## src/design/meb_pkg.sv

```systemverilog
// Shared constants and types of the external memory bus unit
package meb_pkg;
  // Clock and machine cycle timing
  localparam int CLK_PERIOD_NS    = 50;
  localparam int MACHINE_CYCLE_NS = 2500;
  localparam int STATES_PER_CYCLE = 5;
  localparam int CYCLE_CLKS       = MACHINE_CYCLE_NS / CLK_PERIOD_NS;
  localparam int STATE_CLKS       = CYCLE_CLKS / STATES_PER_CYCLE;
  localparam int TICK_W           = 4;
  // Program counter and internal program store
  localparam int PC_W             = 12;
  localparam int INT_ROM_WORDS    = 1024;
  // Layout of the synchroniser vector
  localparam int SYN_W            = 17;
  localparam int SYN_BUS_LSB      = 0;
  localparam int SYN_P2_LSB       = 8;
  localparam int SYN_SS           = 12;
  localparam int SYN_INT          = 13;
  localparam int SYN_TZERO        = 14;
  localparam int SYN_TONE         = 15;
  localparam int SYN_EXT          = 16;
  // Reset levels of the quasi-bidirectional lines
  localparam logic [7:0] BUS_RST  = 8'hFF;
  localparam logic [3:0] P2_RST   = 4'hF;

  // Phases of one machine cycle, plus the single step halt state
  typedef enum logic [2:0] {
    ST_S1   = 3'h0,
    ST_S2   = 3'h1,
    ST_S3   = 3'h2,
    ST_S4   = 3'h3,
    ST_S5   = 3'h4,
    ST_HALT = 3'h5
  } meb_state_type;

  // Operations the core may request
  typedef enum logic [2:0] {
    OP_NONE    = 3'h0,
    OP_FETCH   = 3'h1,
    OP_DRD     = 3'h2,
    OP_DWR     = 3'h3,
    OP_EXP_WR  = 3'h4,
    OP_EXP_RD  = 3'h5,
    OP_PORT_WR = 3'h6
  } meb_op_type;
endpackage

```

## src/design/meb_bus_unit.sv

```systemverilog
// External program and data memory bus unit of the microcomputer
// How it works
// - External fetch drives low PC byte on bus, then reads instruction.
// - External fetch shows high PC nibble on low second-port lines.
// - Outside fetches those lines form expander bus, expander strobe.
// - Address latch strobe pulses exactly once every machine cycle.
// - Program store strobe low only during external program fetches.
// - Data access places address then data, sequenced by strobes.
// - Read strobe low during bus reads so outsiders drive data.
// - Write strobe low during bus writes to external data memory.
// - Data port can also act as statically latched output port.
// - Force external fetch input sends every fetch outside.
// - Single step input halts processor, advancing one instruction.
// - Low interrupt pin raises request only if enabled; testable.
// - Active low reset initialises all processor bus state.
// - First test input is testable and can become clock output.
// - Second test input testable and can feed event counter.
// - Every operation fits one machine cycle, one latch pulse each.
`timescale 1ns/1ps
module meb_bus_unit #(
  parameter int INT_ROM_WORDS = meb_pkg::INT_ROM_WORDS
) (
  // Clock and reset
  input  wire logic                     core_clk_i,
  input  wire logic                     rstn_i,
  // Core request side
  input  wire logic                     req_valid_i,
  input  wire meb_pkg::meb_op_type      req_op_i,
  input  wire logic [meb_pkg::PC_W-1:0] req_addr_i,
  input  wire logic [7:0]               req_wdata_i,
  input  wire logic                     req_opcode_i,
  input  wire logic [7:0]               int_instr_i,
  input  wire logic [3:0]               p2_latch_i,
  output logic                          done_o,
  output logic [7:0]                    rdata_o,
  // Core control and test side
  input  wire logic                     int_enable_i,
  input  wire logic                     int_disable_i,
  input  wire logic                     enable_test_clock_out_instr_i,
  input  wire logic                     start_event_count_instr_i,
  input  wire logic                     stop_count_i,
  output logic                          irq_o,
  output logic                          int_pin_low_o,
  output logic                          test_zero_level_o,
  output logic                          test_one_level_o,
  output logic                          count_event_o,
  // Multiplexed address and data pins
  input  wire logic [7:0]               mux_addr_data_port_i,
  output logic [7:0]                    mux_addr_data_port_o,
  output logic                          mux_addr_data_port_oe_o,
  input  wire logic [3:0]               high_pc_nibble_lines_i,
  output logic [3:0]                    high_pc_nibble_lines_o,
  output logic                          high_pc_nibble_lines_oe_o,
  // Strobe pins
  output logic                          ale_o,
  output logic                          program_store_strobe_n_o,
  output logic                          rd_n_o,
  output logic                          wr_n_o,
  output logic                          expander_strobe_o,
  // Control and test pins
  input  wire logic                     force_external_fetch_i,
  input  wire logic                     single_step_n_i,
  input  wire logic                     int_n_i,
  input  wire logic                     test_input_zero_i,
  output logic                          test_input_zero_o,
  output logic                          test_input_zero_oe_o,
  input  wire logic                     test_input_one_i
);
  import meb_pkg::*;

  // Refuse timing or sizes the logic cannot serve
  if (STATE_CLKS < 2 || STATE_CLKS > 2**TICK_W) begin : g_chk_tick
    $error("STATE_CLKS does not fit the tick counter");
  end
  if (INT_ROM_WORDS < 1 || INT_ROM_WORDS >= 2**PC_W) begin : g_chk_rom
    $error("INT_ROM_WORDS out of range");
  end

  typedef struct packed {
    meb_state_type     st;
    logic [TICK_W-1:0] tick;
    meb_op_type        op;
    logic              ext;
    logic              step;
    logic [7:0]        addr;
    logic [3:0]        hi;
    logic [7:0]        wdata;
    logic [7:0]        rdata;
    logic [7:0]        bus_lat;
    logic              bus_static;
    logic [SYN_W-1:0]  s1;
    logic [SYN_W-1:0]  s2;
    logic              tone_prev;
    logic              int_en;
    logic              irq;
    logic              tclk_en;
    logic              tclk;
    logic              cnt_mode;
    logic              cnt_evt;
    logic              done;
    logic              ale;
    logic              program_store_strobe_n_n;
    logic              rd_n;
    logic              wr_n;
    logic              expander_strobe;
    logic [7:0]        bus_out;
    logic              bus_oe;
    logic [3:0]        p2_out;
    logic              p2_oe;
  } meb_regs_type;

  localparam meb_regs_type REGS_RST = '{
    st: ST_S5, op: OP_NONE, program_store_strobe_n_n: 1'b1, rd_n: 1'b1, wr_n: 1'b1, expander_strobe: 1'b1,
    bus_lat: BUS_RST, p2_out: P2_RST, p2_oe: 1'b1, s1: '1, s2: '1,
    tone_prev: 1'b1, default: '0};

  logic [1:0]   rst_sync_q;
  logic         rst_n;
  meb_regs_type s_q;
  meb_regs_type s_d;
  logic         last;
  logic         strobe;
  logic         ext_bus;
  logic         exp_op;

  // Reset release through two flip-flops
  always_ff @(posedge core_clk_i or negedge rstn_i) begin
    if (!rstn_i) begin
      rst_sync_q <= 2'h0;
    end else begin
      rst_sync_q <= {rst_sync_q[0], 1'b1};
    end
  end
  assign rst_n = rst_sync_q[1];

  // Next state of the whole unit
  always_comb begin
    s_d = s_q;
    s_d.done = 1'b0;
    // Pin synchronisers, first stage read only by second
    s_d.s1 = {force_external_fetch_i, test_input_one_i, test_input_zero_i,
              int_n_i, single_step_n_i, high_pc_nibble_lines_i,
              mux_addr_data_port_i};
    s_d.s2 = s_q.s1;
    s_d.tone_prev = s_q.s2[SYN_TONE];
    // Interrupt enable, cleared by reset
    if (int_enable_i) begin
      s_d.int_en = 1'b1;
    end else if (int_disable_i) begin
      s_d.int_en = 1'b0;
    end
    s_d.irq = s_q.int_en & ~s_q.s2[SYN_INT];
    // Test input zero as clock output
    if (enable_test_clock_out_instr_i) begin
      s_d.tclk_en = 1'b1;
    end
    // Test input one as event counter input
    if (start_event_count_instr_i) begin
      s_d.cnt_mode = 1'b1;
    end else if (stop_count_i) begin
      s_d.cnt_mode = 1'b0;
    end
    s_d.cnt_evt = s_q.cnt_mode & s_q.tone_prev & ~s_q.s2[SYN_TONE];
    // State timing
    last = (s_q.tick == TICK_W'(STATE_CLKS - 1));
    s_d.tick = last ? '0 : s_q.tick + TICK_W'(1);
    if (last && s_q.tclk_en) begin
      s_d.tclk = ~s_q.tclk;
    end
    // Machine cycle sequence
    case (s_q.st)
      ST_S1: begin
        if (last) s_d.st = ST_S2;
      end
      ST_S2: begin
        if (last) s_d.st = ST_S3;
      end
      ST_S3: begin
        if (last) s_d.st = ST_S4;
      end
      ST_S4: begin
        if (last) begin
          s_d.st = ST_S5;
          s_d.done = (s_q.op != OP_NONE);
          case (s_q.op)
            OP_FETCH: s_d.rdata = s_q.ext ? s_q.s2[SYN_BUS_LSB +: 8]
                                          : int_instr_i;
            OP_DRD: s_d.rdata = s_q.s2[SYN_BUS_LSB +: 8];
            OP_EXP_RD: s_d.rdata = {4'h0, s_q.s2[SYN_P2_LSB +: 4]};
            default: s_d.rdata = s_q.rdata;
          endcase
        end
      end
      ST_S5: begin
        if (last) begin
          s_d.op = OP_NONE;
          if (req_valid_i && req_op_i == OP_FETCH && req_opcode_i &&
              !s_q.s2[SYN_SS] && !s_q.step) begin
            s_d.st = ST_HALT;
          end else begin
            // One operation per cycle keeps strobes apart
            s_d.st = ST_S1;
            if (req_valid_i) begin
              s_d.op = req_op_i;
            end
            s_d.addr = req_addr_i[7:0];
            s_d.hi = req_addr_i[PC_W-1:8];
            s_d.wdata = req_wdata_i;
            s_d.ext = s_q.s2[SYN_EXT] |
                      (req_addr_i >= PC_W'(INT_ROM_WORDS));
            if (req_valid_i && req_op_i == OP_FETCH && req_opcode_i) begin
              s_d.step = 1'b0;
            end
            if (req_valid_i && req_op_i == OP_PORT_WR) begin
              s_d.bus_lat = req_wdata_i;
              s_d.bus_static = 1'b1;
            end
          end
        end
      end
      ST_HALT: begin
        if (s_q.s2[SYN_SS]) begin
          s_d.st = ST_S5;
          s_d.tick = '0;
          s_d.step = 1'b1;
        end
      end
      default: s_d.st = ST_S5;
    endcase
    // Pin values for the coming state
    strobe  = (s_d.st == ST_S3) || (s_d.st == ST_S4);
    ext_bus = (s_d.op == OP_FETCH && s_d.ext) || s_d.op == OP_DRD ||
              s_d.op == OP_DWR;
    exp_op  = (s_d.op == OP_EXP_WR) || (s_d.op == OP_EXP_RD);
    s_d.ale = (s_d.st == ST_S1) || (s_d.st == ST_HALT);
    s_d.program_store_strobe_n_n = !(strobe && s_d.op == OP_FETCH && s_d.ext);
    s_d.rd_n = !(strobe && s_d.op == OP_DRD);
    s_d.wr_n = !(strobe && s_d.op == OP_DWR);
    s_d.expander_strobe = !(strobe && exp_op);
    // Data port: static latch unless a transfer owns it
    s_d.bus_out = s_d.bus_lat;
    s_d.bus_oe = s_d.bus_static;
    if (ext_bus && (s_d.st == ST_S1 || s_d.st == ST_S2)) begin
      s_d.bus_out = s_d.addr;
      s_d.bus_oe = 1'b1;
    end else if (ext_bus && strobe) begin
      s_d.bus_out = s_d.wdata;
      s_d.bus_oe = (s_d.op == OP_DWR);
    end
    // Second port lines: PC nibble, expander or port latch
    s_d.p2_out = p2_latch_i;
    s_d.p2_oe = 1'b1;
    if (s_d.op == OP_FETCH && s_d.ext && s_d.st != ST_S5) begin
      s_d.p2_out = s_d.hi;
    end else if (exp_op && (s_d.st == ST_S1 || s_d.st == ST_S2)) begin
      s_d.p2_out = s_d.addr[3:0];
    end else if (exp_op && strobe) begin
      s_d.p2_out = s_d.wdata[3:0];
      s_d.p2_oe = (s_d.op == OP_EXP_WR);
    end
  end

  // State register, initialised by reset
  always_ff @(posedge core_clk_i or negedge rst_n) begin
    if (!rst_n) begin
      s_q <= REGS_RST;
    end else begin
      s_q <= s_d;
    end
  end

  // Outputs straight from the state register
  assign done_o                    = s_q.done;
  assign rdata_o                   = s_q.rdata;
  assign irq_o                     = s_q.irq;
  assign int_pin_low_o             = ~s_q.s2[SYN_INT];
  assign test_zero_level_o         = s_q.s2[SYN_TZERO];
  assign test_one_level_o          = s_q.s2[SYN_TONE];
  assign count_event_o             = s_q.cnt_evt;
  assign mux_addr_data_port_o      = s_q.bus_out;
  assign mux_addr_data_port_oe_o   = s_q.bus_oe;
  assign high_pc_nibble_lines_o    = s_q.p2_out;
  assign high_pc_nibble_lines_oe_o = s_q.p2_oe;
  assign ale_o                     = s_q.ale;
  assign program_store_strobe_n_o  = s_q.program_store_strobe_n_n;
  assign rd_n_o                    = s_q.rd_n;
  assign wr_n_o                    = s_q.wr_n;
  assign expander_strobe_o         = s_q.expander_strobe;
  assign test_input_zero_o         = s_q.tclk;
  assign test_input_zero_oe_o      = s_q.tclk_en;
endmodule // meb_bus_unit

```

## config.mk

```make
export PLATFORM = sky130hd
export DESIGN_NAME = meb_bus_unit
export DESIGN_NICKNAME = d
export VERILOG_FILES = /design/src/design/meb_pkg.sv /design/src/design/meb_bus_unit.sv
export SDC_FILE = /design/constraint.sdc
export NUM_CORES = 1
export LEC_CHECK = 0
export BUFFER_PORTS_ARGS = -buffer_cell sky130_fd_sc_hd__buf_2
export CORE_ASPECT_RATIO = 1.5
export CORE_MARGIN = 4
export CORE_UTILIZATION = 36
export CTS_CLUSTER_DIAMETER = 40
export CTS_CLUSTER_SIZE = 28
export DETAILED_ROUTE_END_ITERATION = 8
export PLACE_DENSITY = 0.68
export SLEW_MARGIN = 40
export SYNTH_ARGS = -nofsm -noshare
export SYNTH_HDL_FRONTEND = slang
export SYNTH_SLANG_ARGS = --single-unit
```

## constraint.sdc

```tcl
create_clock -name core_clk_i -period 9 [get_ports core_clk_i]
set_input_delay 2.25 -clock core_clk_i [delete_from_list [all_inputs] [get_ports core_clk_i]]
set_output_delay 2.25 -clock core_clk_i [all_outputs]
set_load 0.02 [all_outputs]
```

Yosys cells after proc, flatten, opt, wreduce, memory -nomap -nowiden. Cells that the tools add are included.

Add/sub/neg operators: 1. Multiply operators: 0. Div/mod/pow operators: 0. $lt $le $gt $ge: 1. Equal/unequal tests: 25. Shift operators: 0. Mux-type cells: 37. Bitwise operators: 7. Reductions and logical operators: 37.

Operators with widths (count): 9-bit 2-to-1 mux (6); 25-bit 2-to-1 mux (2); 8-bit one-hot mux with 3 select lines (1); 3-bit by 2-bit == test with 1-bit output (second input constant) (7); 3-bit == test (second input constant) (7); 3-bit 2-to-1 mux (7); 20-bit 2-to-1 mux (1); 4-bit 2-to-1 mux (5); 3-bit one-hot mux with 6 select lines (1); 1-bit logical AND (16); 3-bit by 1-bit == test with 1-bit output (second input constant) (5); 12-bit by 11-bit >= comparator with 1-bit output (second input constant) (1); 1-bit 2-to-1 mux (10); 8-bit 2-to-1 mux (1); 2-bit inequality test (second input constant) (4); 7-bit 2-to-1 mux (1); 1-bit logical NOT (6); 3-bit logical NOT (2); 1-bit logical OR (6); 2-bit nonzero test (3); 3-bit nonzero test (2); 5-bit 2-to-1 mux (1); 5-bit AND reduction (1); 4-bit by 1-bit adder with 4-bit output (second input constant) (1); 7 further kinds (11).

Register bits: 112. Bits in latches: 0. RAM bits: 0. ROM bits: 0. Bits of input ports: 61. Output and inout bits: 35. Word-level logic and storage cells: 139. Memories: 0.

Depth between registers and ports, before layout. Gate-level depths: netlist of the first run.

Depth after elaboration: 15. Gate-level depth with buffers: 9. Depth with buffers taken out: 6.

Least setup slack after synthesis of the first run. Ideal clock, no wire load.

Path kind: input-to-reg. Start: input port req_op_i[1]. End: register s_q (netlist bit mux_addr_data_port_o[2]). Setup time: 134 ps. Data arrival time: 3728 ps. Slack: 5138 ps. Stages: 7. Path buffers: 1. Cells stage by stage: or3b_4 -> nor4_4 -> nand2b_4 -> buf_12 -> mux2_4 -> o22ai_1 -> a2bb2oi_1.

RTL lines: start, declared (RTL line meb_bus_unit.sv:28) `input wire meb_pkg::meb_op_type req_op_i,`; end signal, assigned (RTL line meb_bus_unit.sv:266) `s_q <= REGS_RST;`; end signal, assigned (RTL line meb_bus_unit.sv:268) `s_q <= s_d;`; end, declared (RTL line meb_bus_unit.sv:119) `meb_regs_type s_q;`.

==> results_dict.tcl, run 1 <==
set metrics [dict create \
    status "finished, final reports clean" \
    hp-class "reg -> async" \
    pwr-share-comb_pct 7.2 \
    dp_slack_ns 4.681 \
    cts_max_level 3 \
    synth-edff-count 0 \
    crit_type "in -> reg" \
    p_sw_mw 0.2436 \
    initial_utilization_pct 36.75 \
    final_util_pct 42.86 \
    hold_viol_final 0 \
    synth-simple-area-share_pct 9.598 \
    power.share.switching_pct 23.60 \
    final_layout_size_suffix_gt1_share_pct 48.34 \
    pwr-share-clk_pct 39.9 \
    placed_cell_area_um2 5011 \
    numCtsBuffers 9 \
    grt_antenna_before_repair 1 \
    fp-row-count 50 \
    netlist-cell-type-count 61 \
    setup_tns_ns 0 \
    cts-resized-gates 0 \
    busiest_layer "met2" \
    period_minus_slack_ns 3.955 \
    cts_post_setup_buffers_inserted 0 \
    syn_area_um2 4576 \
    worstSetupStartpointType "input pin" \
    post-route-period-util_pct 43.95 \
    grt_pass1_wl_um 15090 \
    wirelength_um 9440 \
    dr.first_iter.drc_count 158 \
    layout_setup_ws_ns 5.045 \
    grt_max_degree 65 \
    rsz0062_at_grt "false" \
    cts_root_buffer "clkbuf_16" \
    drv_slew 0 \
    p_leak_nw 2.470 \
    synth-compound-area-share_pct 11.38 \
    cts.clk_slew.worst_paths_ns 0.08 \
    synthFlopType "dfrtp_1" \
    muxShareOfSynthArea_pct 9.489 \
    slew-limit-headroom_pct 61.18 \
    hold_buffers 0 \
    design_area_um2 5336 \
    clockBufferDepth 2 \
    finClkSkew_ns 0.007338 \
    io_buffers 95 \
    yosysSeqAreaShare_pct 62.70 \
    synth_area_per_cell_um2 13.46 \
    cts_sinks 112 \
    grt_pass1_vias 2980 \
    syn_nets 401 \
    max_cap_violations 0 \
    gp_congestion 0.9090 \
    route.detailed.drc 0 \
    die-area_um2 14610 \
    die_w_um 100.1 \
    crit_path_end_kind "flop" \
    viasPerCell 4.858 \
    post_drt_wl_per_cell_um 16.30 \
    grtUsageMet1_pct 15.50 \
    grt_util_met3_pct 3.107 \
    yosysWarnings 0 \
    dr.pass1.iters 6 \
    synthAdderAreaFrac_pct 0 \
    netlist_instances 340 \
    fmax_mhz 252.8 \
    die_h_um 146.1 \
    synth_top_family_by_area "compound AO/OA/AOI/OAI gates" \
    dp_hpwl_um 6864 \
    core_region_area_um2 12450 \
    power.total_mw 1.033 \
    yosys.area_share.xor_xnor_pct 0.3828 \
    internal_power_mw 0.7889 \
    required_ns 9.21 \
    track_usage_pct 13.33 \
    arrival_ns 4.17 \
    peakVddDrop_uv 97.11 \
    vias 2813 \
    power_density_nw_per_um2 193.5 \
    grt-ovfl-total 0 \
    setup_viol 0 \
    cts_tree "yes" \
    pin_count 96 \
    synth_seq_cells 112 \
    power_frac_seq_pct 52.9 \
    synth-async-reset-ratio_pct 100.0 \
    syn2layout_area_growth_pct 16.63 \
    cp_max_fo 22 \
    clock_latency_ns 0.35 \
    final_nets 478 \
    tightestPinTransition_ns 0.5823 \
    grt_use_met2_pct 22.99 \
    ant_nets 0 \
]
==> cells in the final DEF, fill, tap and decap left out, types with 3 or more instances in the layout <==
master	instances
buf_2	95
dfrtp_1	58
dfstp_2	53
nand2_1	20
mux2_4	14
inv_1	11
a21oi_1	11
o21ai_0	11
nor2_1	10
mux2i_1	10
nand2b_1	9
o22ai_1	9
clkbuf_16	9
a2bb2oi_1	8
mux2_2	7
nand3_1	6
o21ai_1	5
a22oi_1	5
nor2b_1	4
mux2_1	4
o221ai_1	4
a22o_1	4
and2_1	3
o21ai_2	3
==> cell families (layout without fill, tap and decap cells) <==
logic type,Yosys count,count (layout)
and+or+nand+nor,74,74
other,1,2
xor gates and xnor gates,2,2
buffers and inverters,42,124
AOI/OAI and AO/OA,74,74
DFF,112,112
muxes,35,35
==> layer usage <==
layer | vias up | share of wire [%]
met5 | - | 0
met4 | 0 | 3.0
met3 | 19 | 4.6
met2 | 76 | 55
met1 | 1390 | 38
li1 | 1328 | -
==> worst max-delay path, cell delays in order <==
cell and delay, ns:
buf_2 0.13, or3b_4 0.42, nor4_4 0.23, nand2b_4 0.47
mux2_2 0.41, o22ai_1 0.17, a2bb2oi_1 0.09
==> cells in the mapped netlist, types with 4 or more instances <==
cell type | number | share of area, %
dfrtp_1 | 59 | 32
dfstp_2 | 53 | 30
buf_4 | 21 | 3.4
nand2_1 | 20 | 1.6
mux2_4 | 14 | 4.6
a21oi_1 | 11 | 1.2
inv_1 | 11 | 0.90
o21ai_0 | 11 | 1.2
mux2i_1 | 10 | 2.2
nor2_1 | 10 | 0.82
nand2b_1 | 9 | 1.2
o22ai_1 | 9 | 1.2
a2bb2oi_1 | 8 | 1.5
mux2_2 | 7 | 1.7
nand3_1 | 6 | 0.66
o21ai_1 | 6 | 0.66
a22oi_1 | 5 | 0.82
a22o_1 | 4 | 0.77
mux2_1 | 4 | 0.98
nor2b_1 | 4 | 0.55
o221ai_1 | 4 | 0.77
==> power groups by stage <==
stage | clock (mW) | combinational (mW) | sequential [mW]
5_1_grt | 0.442 | 0.0827 | 0.549
2_1_floorplan | 0 | 0.0458 | 0.558
4_1_cts | 0.425 | 0.0757 | 0.547
3_3_place_gp | 0 | 0.0735 | 0.555
6_report | 0.412 | 0.0748 | 0.546
3_5_place_dp | 0 | 0.0757 | 0.555
==> worst paths after layout <==
kind                            cells past startpoint                 endpoint  slack [ns]          start
worst max-delay path                                7  mux_addr_data_port_o[0]        5.04    req_op_i[1]
worst min-delay path                                0                  s_q[25]        0.34  rst_sync_q[1]
worst max register to register                      5  mux_addr_data_port_o[3]        6.44       s_q[109]
worst min register to register                      0                  s_q[25]        0.34  rst_sync_q[1]
max in group asynchronous                           1            rst_sync_q[1]        7.22         rstn_i
min in group core_clk_i                             0                  s_q[27]        0.35        s_d[27]
==> state kept, by name (all words and copies together) (netlist names), 2 cells and up <==
| register | flops |
|---|---|
| high_pc_nibble_lines_o | 4 |
| mux_addr_data_port_o | 8 |
| rdata_o | 8 |
| rst_sync_q | 2 |
| s_d | 17 |
| s_q | 59 |
==> cell type report <==
cell class / count / area (um^2)
Fill cell: 1154 / 7113
Sequential cell: 112 / 2873
Multi-Input combinational cell: 186 / 1424
Timing Repair Buffer: 96 / 486.7
Clock buffer: 9 / 225.2
Tap cell: 156 / 195.2
Clock inverter: 7 / 85.08
Inverter: 12 / 45.04
Antenna cell: 1 / 2.502
==> through the flow <==
step                std cells  hold WS, ns
global route              579       0.3576
detailed placement        562       0.3397
finish                    579       0.3430
CTS                       578       0.3535
floorplan                 340       0.3312
global placement          562       0.3364
Note: power is estimated with default switching activity, not from simulation.
==> inputs of run 2 (changes only) <==
==> constraint.sdc (replaced) <==
create_clock -name core_clk_i -period 3.65 [get_ports core_clk_i]
set_input_delay 0.9125 -clock core_clk_i [delete_from_list [all_inputs] [get_ports core_clk_i]]
set_output_delay 0.9125 -clock core_clk_i [all_outputs]
set_load 0.02 [all_outputs]
==> run 2 against run 1 <==
  * Die area unchanged
  * Via count grew 0.68%
  * Utilization is 0.16 points lower
  * Clock power up 130%
  * Worst setup slack worse by 4.0 ns
  * Clock-buffer cell count is 1 higher
  * Sequential power increased by 150%
  * Hold slack lost 0.0065 ns
  * Clock skew up 0.00091 ns
  * Power is 140% higher
  * Combinational power up 140%
==> results_dict.tcl, run 2 (synthesis results as in run 1) <==
set metrics [dict create \
    setup_tns_ns 0 \
    hold_viol_final 0 \
    finClkSkew_ns 0.008250 \
    max_cap_violations 0 \
    r2r_cells 6 \
    viasPerCell 4.883 \
    top_register "s_q" \
    pin_count 96 \
    crit_type "in -> reg" \
    grt_antenna_before_repair 1 \
    timing.rr.start "s_q[109]" \
    track_usage_pct 13.46 \
    rsz0062_at_grt "false" \
    ant_nets 0 \
    cts.clk_slew.worst_paths_ns 0.07 \
    dr.pass1.iters 7 \
    worstSetupStartpointType "input pin" \
    final_layout_size_suffix_gt1_share_pct 48.46 \
    mostFrequentLayoutCell "buf_2" \
    syn2layout_area_growth_pct 16.19 \
    die-area_um2 14610 \
    cts-resized-gates 0 \
    cts_sinks 112 \
    worstPathCellList "buf_2 > or3b_4 > nor4_4 > nand2b_4 > mux2_2 > o22ai_1 > a2bb2oi_1" \
    slew-limit-headroom_pct 50.95 \
    grt_pass1_vias 2971 \
    wirelength_um 9569 \
    post_drt_wl_per_cell_um 16.50 \
    cts_max_level 3 \
    grt_max_degree 59 \
    power_density_nw_per_um2 466.1 \
    gp_congestion 0.8780 \
    period_minus_slack_ns 2.635 \
    cts_post_setup_buffers_inserted 0 \
    post-route-period-util_pct 72.19 \
    tightestPinTransition_ns 0.7357 \
    final_nets 479 \
    grt_pass1_wl_um 15200 \
    stdcell_count 580 \
    numCtsBuffers 9 \
    dp_cells 563 \
    drv_slew 0 \
    dr.first_iter.drc_count 131 \
    power.total_mw 2.478 \
    layout_common_cells "buf_2, dfrtp_1, dfstp_2" \
    hp-class "in -> async" \
    largest_reg_flops 59 \
    clock_latency_ns 0.35 \
    r2r-end "mux_addr_data_port_o[7]" \
    p_leak_nw 2.464 \
    io_buffers 95 \
    dp_hpwl_um 7026 \
    fp-row-count 50 \
    fmax_mhz 379.5 \
    die_h_um 146.1 \
    hold_buffers 0 \
    crit_path_end_kind "flop" \
    cp_slowest_cell "nand2b_4" \
    status "finished, final reports clean" \
    clockBufferDepth 2 \
    setup_viol 0 \
    arrival_ns 2.85 \
    cts_tree "yes" \
    die_w_um 100.1 \
    route.detailed.drc 0 \
    r2r_setup_slack_ns 1.14 \
    initial_utilization_pct 36.75 \
    peakVddDrop_uv 220.3 \
    worst_path_largest_cell_delay_ns 0.46 \
    required_ns 3.86 \
    cp_max_fo 22 \
    vias 2832 \
    cts_root_buffer "clkbuf_16" \
    grt-ovfl-total 0 \
    core_region_area_um2 12450 \
]
-- run 2: changes by cell type in the layout (fill, tap and decap cells not counted), sizes merged --
cell | before | now
clkbuf | 9 | 10
bufinv | 1 | 0
buf | 96 | 97
-- run 2: stage by stage --
| step | util (%) | worst slack [ns] | hold WS (ns) | area (um^2) |
|---|---|---|---|---|
| after floorplan | - | 0.3915 | 0.3312 | 4576 |
| after global placement | 40.31 | 0.7417 | 0.3375 | 5019 |
| after detailed placement | 40.31 | 0.6389 | 0.3411 | 5019 |
| after CTS | 42.61 | 1.011 | 0.3208 | 5305 |
| after global routing | 42.70 | 0.8946 | 0.3203 | 5316 |
| final | 42.70 | 1.015 | 0.3365 | 5316 |
-- run 2: report_power, final --
group | internal (mW) | switching (mW) | total [mW] | leakage, nW
combinational | 0.0805 | 0.103 | 0.183 | 1.09
sequential | 1.32 | 0.0336 | 1.35 | 1.23
clock | 0.492 | 0.453 | 0.945 | 0.145
-- run 2: metal layers --
layer	global-route usage [%]	wire length (um)	vias up
met5	0	0	-
met4	7.417	254	0
met3	2.916	396	15
met2	22.89	5190	65
met1	15.53	3728	1411
li1	-	-	1341
-- run 2: final cells by class --
type	count	area, um^2
clock inverter	6	47.55
multi-input combinational	186	1424
clock buffer	10	239.0
inverter	12	45.04
antenna	1	2.502
timing repair buffer	97	490.5
tap	156	195.2
sequential	112	2873
fill	1135	7133
-- run 2: worst max path at each step --
stage / startpoint / end / slack, ns / cells after the start
floorplan: rst_sync_q[1] / ale_o / 0.39 / 0
global placement: req_op_i[1] / mux_addr_data_port_o[1] / 0.74 / 7
detailed placement: req_op_i[1] / mux_addr_data_port_o[0] / 0.64 / 7
CTS: req_op_i[1] / mux_addr_data_port_o[0] / 1.01 / 7
global route: req_op_i[1] / mux_addr_data_port_o[1] / 0.89 / 7
finish: req_op_i[1] / mux_addr_data_port_o[0] / 1.02 / 7
-- run 2: critical path: cells and delay by family --
kind / cells / cell delay, ns
buffers and inverters: 1 / 0.13
and+or+nand+nor: 3 / 1.11
muxes: 1 / 0.41
AOI/OAI and AO/OA: 2 / 0.27
==> inputs of run 3 (changes only) <==
--- a/config.mk
+++ b/config.mk
@@ -5,6 +5,7 @@
 export SDC_FILE = /design/constraint.sdc
 export NUM_CORES = 1
 export LEC_CHECK = 0
+export ABC_AREA = 1
 export BUFFER_PORTS_ARGS = -buffer_cell sky130_fd_sc_hd__buf_2
 export CORE_ASPECT_RATIO = 1.5
 export CORE_MARGIN = 4
@@ -12,7 +13,7 @@
 export CTS_CLUSTER_DIAMETER = 40
 export CTS_CLUSTER_SIZE = 28
 export DETAILED_ROUTE_END_ITERATION = 8
-export PLACE_DENSITY = 0.68
+export PLACE_DENSITY = 0.7
 export SLEW_MARGIN = 40
 export SYNTH_ARGS = -nofsm -noshare
 export SYNTH_HDL_FRONTEND = slang
==> constraint.sdc (replaced) <==
create_clock -name core_clk_i -period 2.2 [get_ports core_clk_i]
set_input_delay 0.55 -clock core_clk_i [delete_from_list [all_inputs] [get_ports core_clk_i]]
set_output_delay 0.55 -clock core_clk_i [all_outputs]
set_load 0.02 [all_outputs]
==> run 3 against run 2 <==
  * Sequential share of layout area fell by 2.3 points
  * Critical endpoint unchanged
  * Non-clock buffer count rose by 10
  * Via count rose by 21%
==> results_dict.tcl, run 3 <==
set metrics [dict create \
    synth-async-reset-ratio_pct 100.0 \
    initial_utilization_pct 37.01 \
    setup_viol 0 \
    r2r_setup_slack_ns 0.22 \
    power_density_nw_per_um2 1038 \
    crit_path_end_kind "flop" \
    dp_hpwl_um 8087 \
    dr.first_iter.drc_count 161 \
    netlist-cell-type-count 34 \
    required_ns 2.44 \
    hp-class "reg -> async" \
    io_buffers 95 \
    yosys.area.top_type "dfrtp_1" \
    synthFlopType "dfrtp_1" \
    cts_sinks 112 \
    grt-ovfl-total 0 \
    crit_type "reg -> reg" \
    period_minus_slack_ns 1.981 \
    tightestPinTransition_ns 0.6861 \
    worstPathCellList "inv_1 > nand2_1 > nor2_4 > nand2_1 > nand2_1 > nand2_2 > a21oi_1 > nand2_1 > nand2_2 > buf_4 > nand3_1 > nand3_1 > nand2_1" \
    post_drt_wl_per_cell_um 14.16 \
    final_layout_size_suffix_gt1_share_pct 34.66 \
    dp_slack_ns 0.02143 \
    wirelength_um 10420 \
    vias 3440 \
    route.detailed.drc 0 \
    max_cap_violations 0 \
    dr.pass1.iters 4 \
    viasPerCell 4.674 \
    cp_slowest_cell "dfrtp_1" \
    grt_max_degree 48 \
    worstSetupStartpointType "flop" \
    numCtsBuffers 9 \
    p_leak_nw 2.903 \
    synth-edff-count 0 \
    clock_latency_ns 0.35 \
    syn2layout_area_growth_pct 19.33 \
    power.share.switching_pct 33.68 \
    grt_pass1_vias 3544 \
    die-area_um2 14850 \
    diodes 0 \
    layout_setup_ws_ns 0.2189 \
    synth_area_per_cell_um2 9.597 \
    slew-limit-headroom_pct 54.26 \
    cts_tree "yes" \
    mostFrequentLayoutCell "nand2_1" \
    cts.clk_slew.worst_paths_ns 0.08 \
    fp-row-count 50 \
    synth_top_area_share_pct 31.72 \
    path_common_cell "nand2_1" \
    status "finished, final reports clean" \
    fmax_mhz 504.8 \
    pin_count 96 \
    syn_nets 546 \
    stdcell_count 736 \
    netlist_instances 485 \
    yosysWarnings 0 \
    grt_antenna_before_repair 0 \
    setup_tns_ns 0 \
    ant_nets 0 \
    synth_seq_cells 112 \
    hold_viol_final 0 \
    synth_area_leaders "dfrtp_1, dfstp_2, nand2_1" \
    gp_congestion 0.9107 \
    clockBufferDepth 2 \
    die_w_um 100.8 \
    die_h_um 147.3 \
    worst_path_largest_cell_delay_ns 0.43 \
    syn_area_um2 4654 \
    peakVddDrop_uv 473.8 \
    r2r_cells 13 \
    layout_common_cells "nand2_1, buf_2, inv_1" \
    yosysMostFrequentCell "nand2_1" \
    p_sw_mw 1.942 \
    r2r-end "mux_addr_data_port_o[0]" \
    top_register "s_q" \
    timing.rr.start "s_q[104]" \
    cts_max_level 3 \
    dp_cells 719 \
    post-route-period-util_pct 90.05 \
    core_region_area_um2 12570 \
    arrival_ns 2.22 \
    hold_slack_ns 0.2067 \
    yosysSeqAreaShare_pct 61.64 \
    ys_top_cells_by_count "nand2_1, inv_1, dfrtp_1" \
    drv_slew 0 \
    power_frac_seq_pct 44.7 \
    cp_max_fo 8 \
    track_usage_pct 14.27 \
    rsz0062_at_grt "false" \
    finClkSkew_ns 0.01041 \
    fill_cells 1226 \
    grt_pass1_wl_um 16530 \
    internal_power_mw 3.824 \
    cts_root_buffer "clkbuf_16" \
    pwr-share-comb_pct 26.4 \
    final_nets 636 \
    power.total_mw 5.766 \
    cts_post_setup_buffers_inserted 0 \
    pwr-share-clk_pct 28.9 \
    largest_reg_flops 59 \
]
run 3: cell count changes after synthesis, sizes merged, moves of 10 or more:
cell	previous run	this run
inv	12	67
mux2	25	0
nand2	22	142
nand2b	10	0
nand3	6	42
o21ai	19	31
run 3: how the worst max path moves through the flow:
stage / startpoint / end / slack (ns) / depth (start not counted)
detailed placement: req_valid_i / mux_addr_data_port_o[6] / 0.02 / 11
global placement: req_valid_i / mux_addr_data_port_o[7] / 0.08 / 11
floorplan: rst_sync_q[1] / ale_o / 0.38 / 0
CTS: s_q[109] / mux_addr_data_port_o[6] / 0.22 / 9
global route: s_q[104] / mux_addr_data_port_o[6] / 0.02 / 13
finish: s_q[104] / mux_addr_data_port_o[0] / 0.22 / 13
run 3: cells by family (layout without fill, tap and decap cells):
family / after synthesis / count (layout) / share of synthesized area, %
flops: 112 / 112 / 61.64
compound gates: 54 / 54 / 6.908
simple gates: 220 / 220 / 21.16
other cells: 1 / 1 / 0.08057
mux: 1 / 1 / 0.2151
buf+inv: 95 / 190 / 9.623
xor+xnor: 2 / 2 / 0.3764
run 3: metrics by stage:
step	cell area, um^2	utilization (%)
after floorplan	4656	-
after detailed placement	5228	41.57
after global routing	5554	44.17
after CTS	5549	44.13
after global placement	5228	41.57
final	5554	44.17
run 3: worst max-delay path: cells and delay by family, from the launching register on:
kind            cells  cell delay [ns]
simple gates       10             1.04
flops               1             0.43
buf+inv             2             0.26
compound gates      1             0.13
run 3: cell type report:
| cell class | count | area (um^2) | share of cell area, % |
|---|---|---|---|
| Multi-Input combinational cell | 278 | 1343 | 24.17 |
| Tap cell | 156 | 195.2 | 3.514 |
| Inverter | 67 | 251.5 | 4.528 |
| Timing Repair Buffer | 107 | 580.6 | 10.45 |
| Sequential cell | 112 | 2873 | 51.72 |
| Clock buffer | 9 | 225.2 | 4.055 |
| Clock inverter | 7 | 86.33 | 1.554 |
run 3: routing by layer:
layer | up-vias | part of all wire [%] | track usage, %
met1 | 1635 | 38 | 16.22
met3 | 20 | 6.2 | 3.088
met4 | 0 | 2.4 | 5.664
met2 | 107 | 53 | 25.49
li1 | 1678 | - | -
met5 | - | 0 | 0
run 3: timing repair:
action / CTS / global route
resized for setup: 0 / 1
setup endpoints to repair: 0 / 1
hold buffers: 1 / 0
endpoints found under the hold margin: 2 / 0
run 3: power by group through the flow:
| stage | Clock (mW) | Sequential [mW] | Combinational [mW] |
|---|---|---|---|
| floorplan | 0 | 2.63 | 1.10 |
| global placement | 0 | 2.60 | 1.47 |
| detailed placement | 0 | 2.62 | 1.51 |
| CTS | 1.73 | 2.58 | 1.53 |
| global route | 1.82 | 2.61 | 1.70 |
| finish | 1.67 | 2.58 | 1.52 |
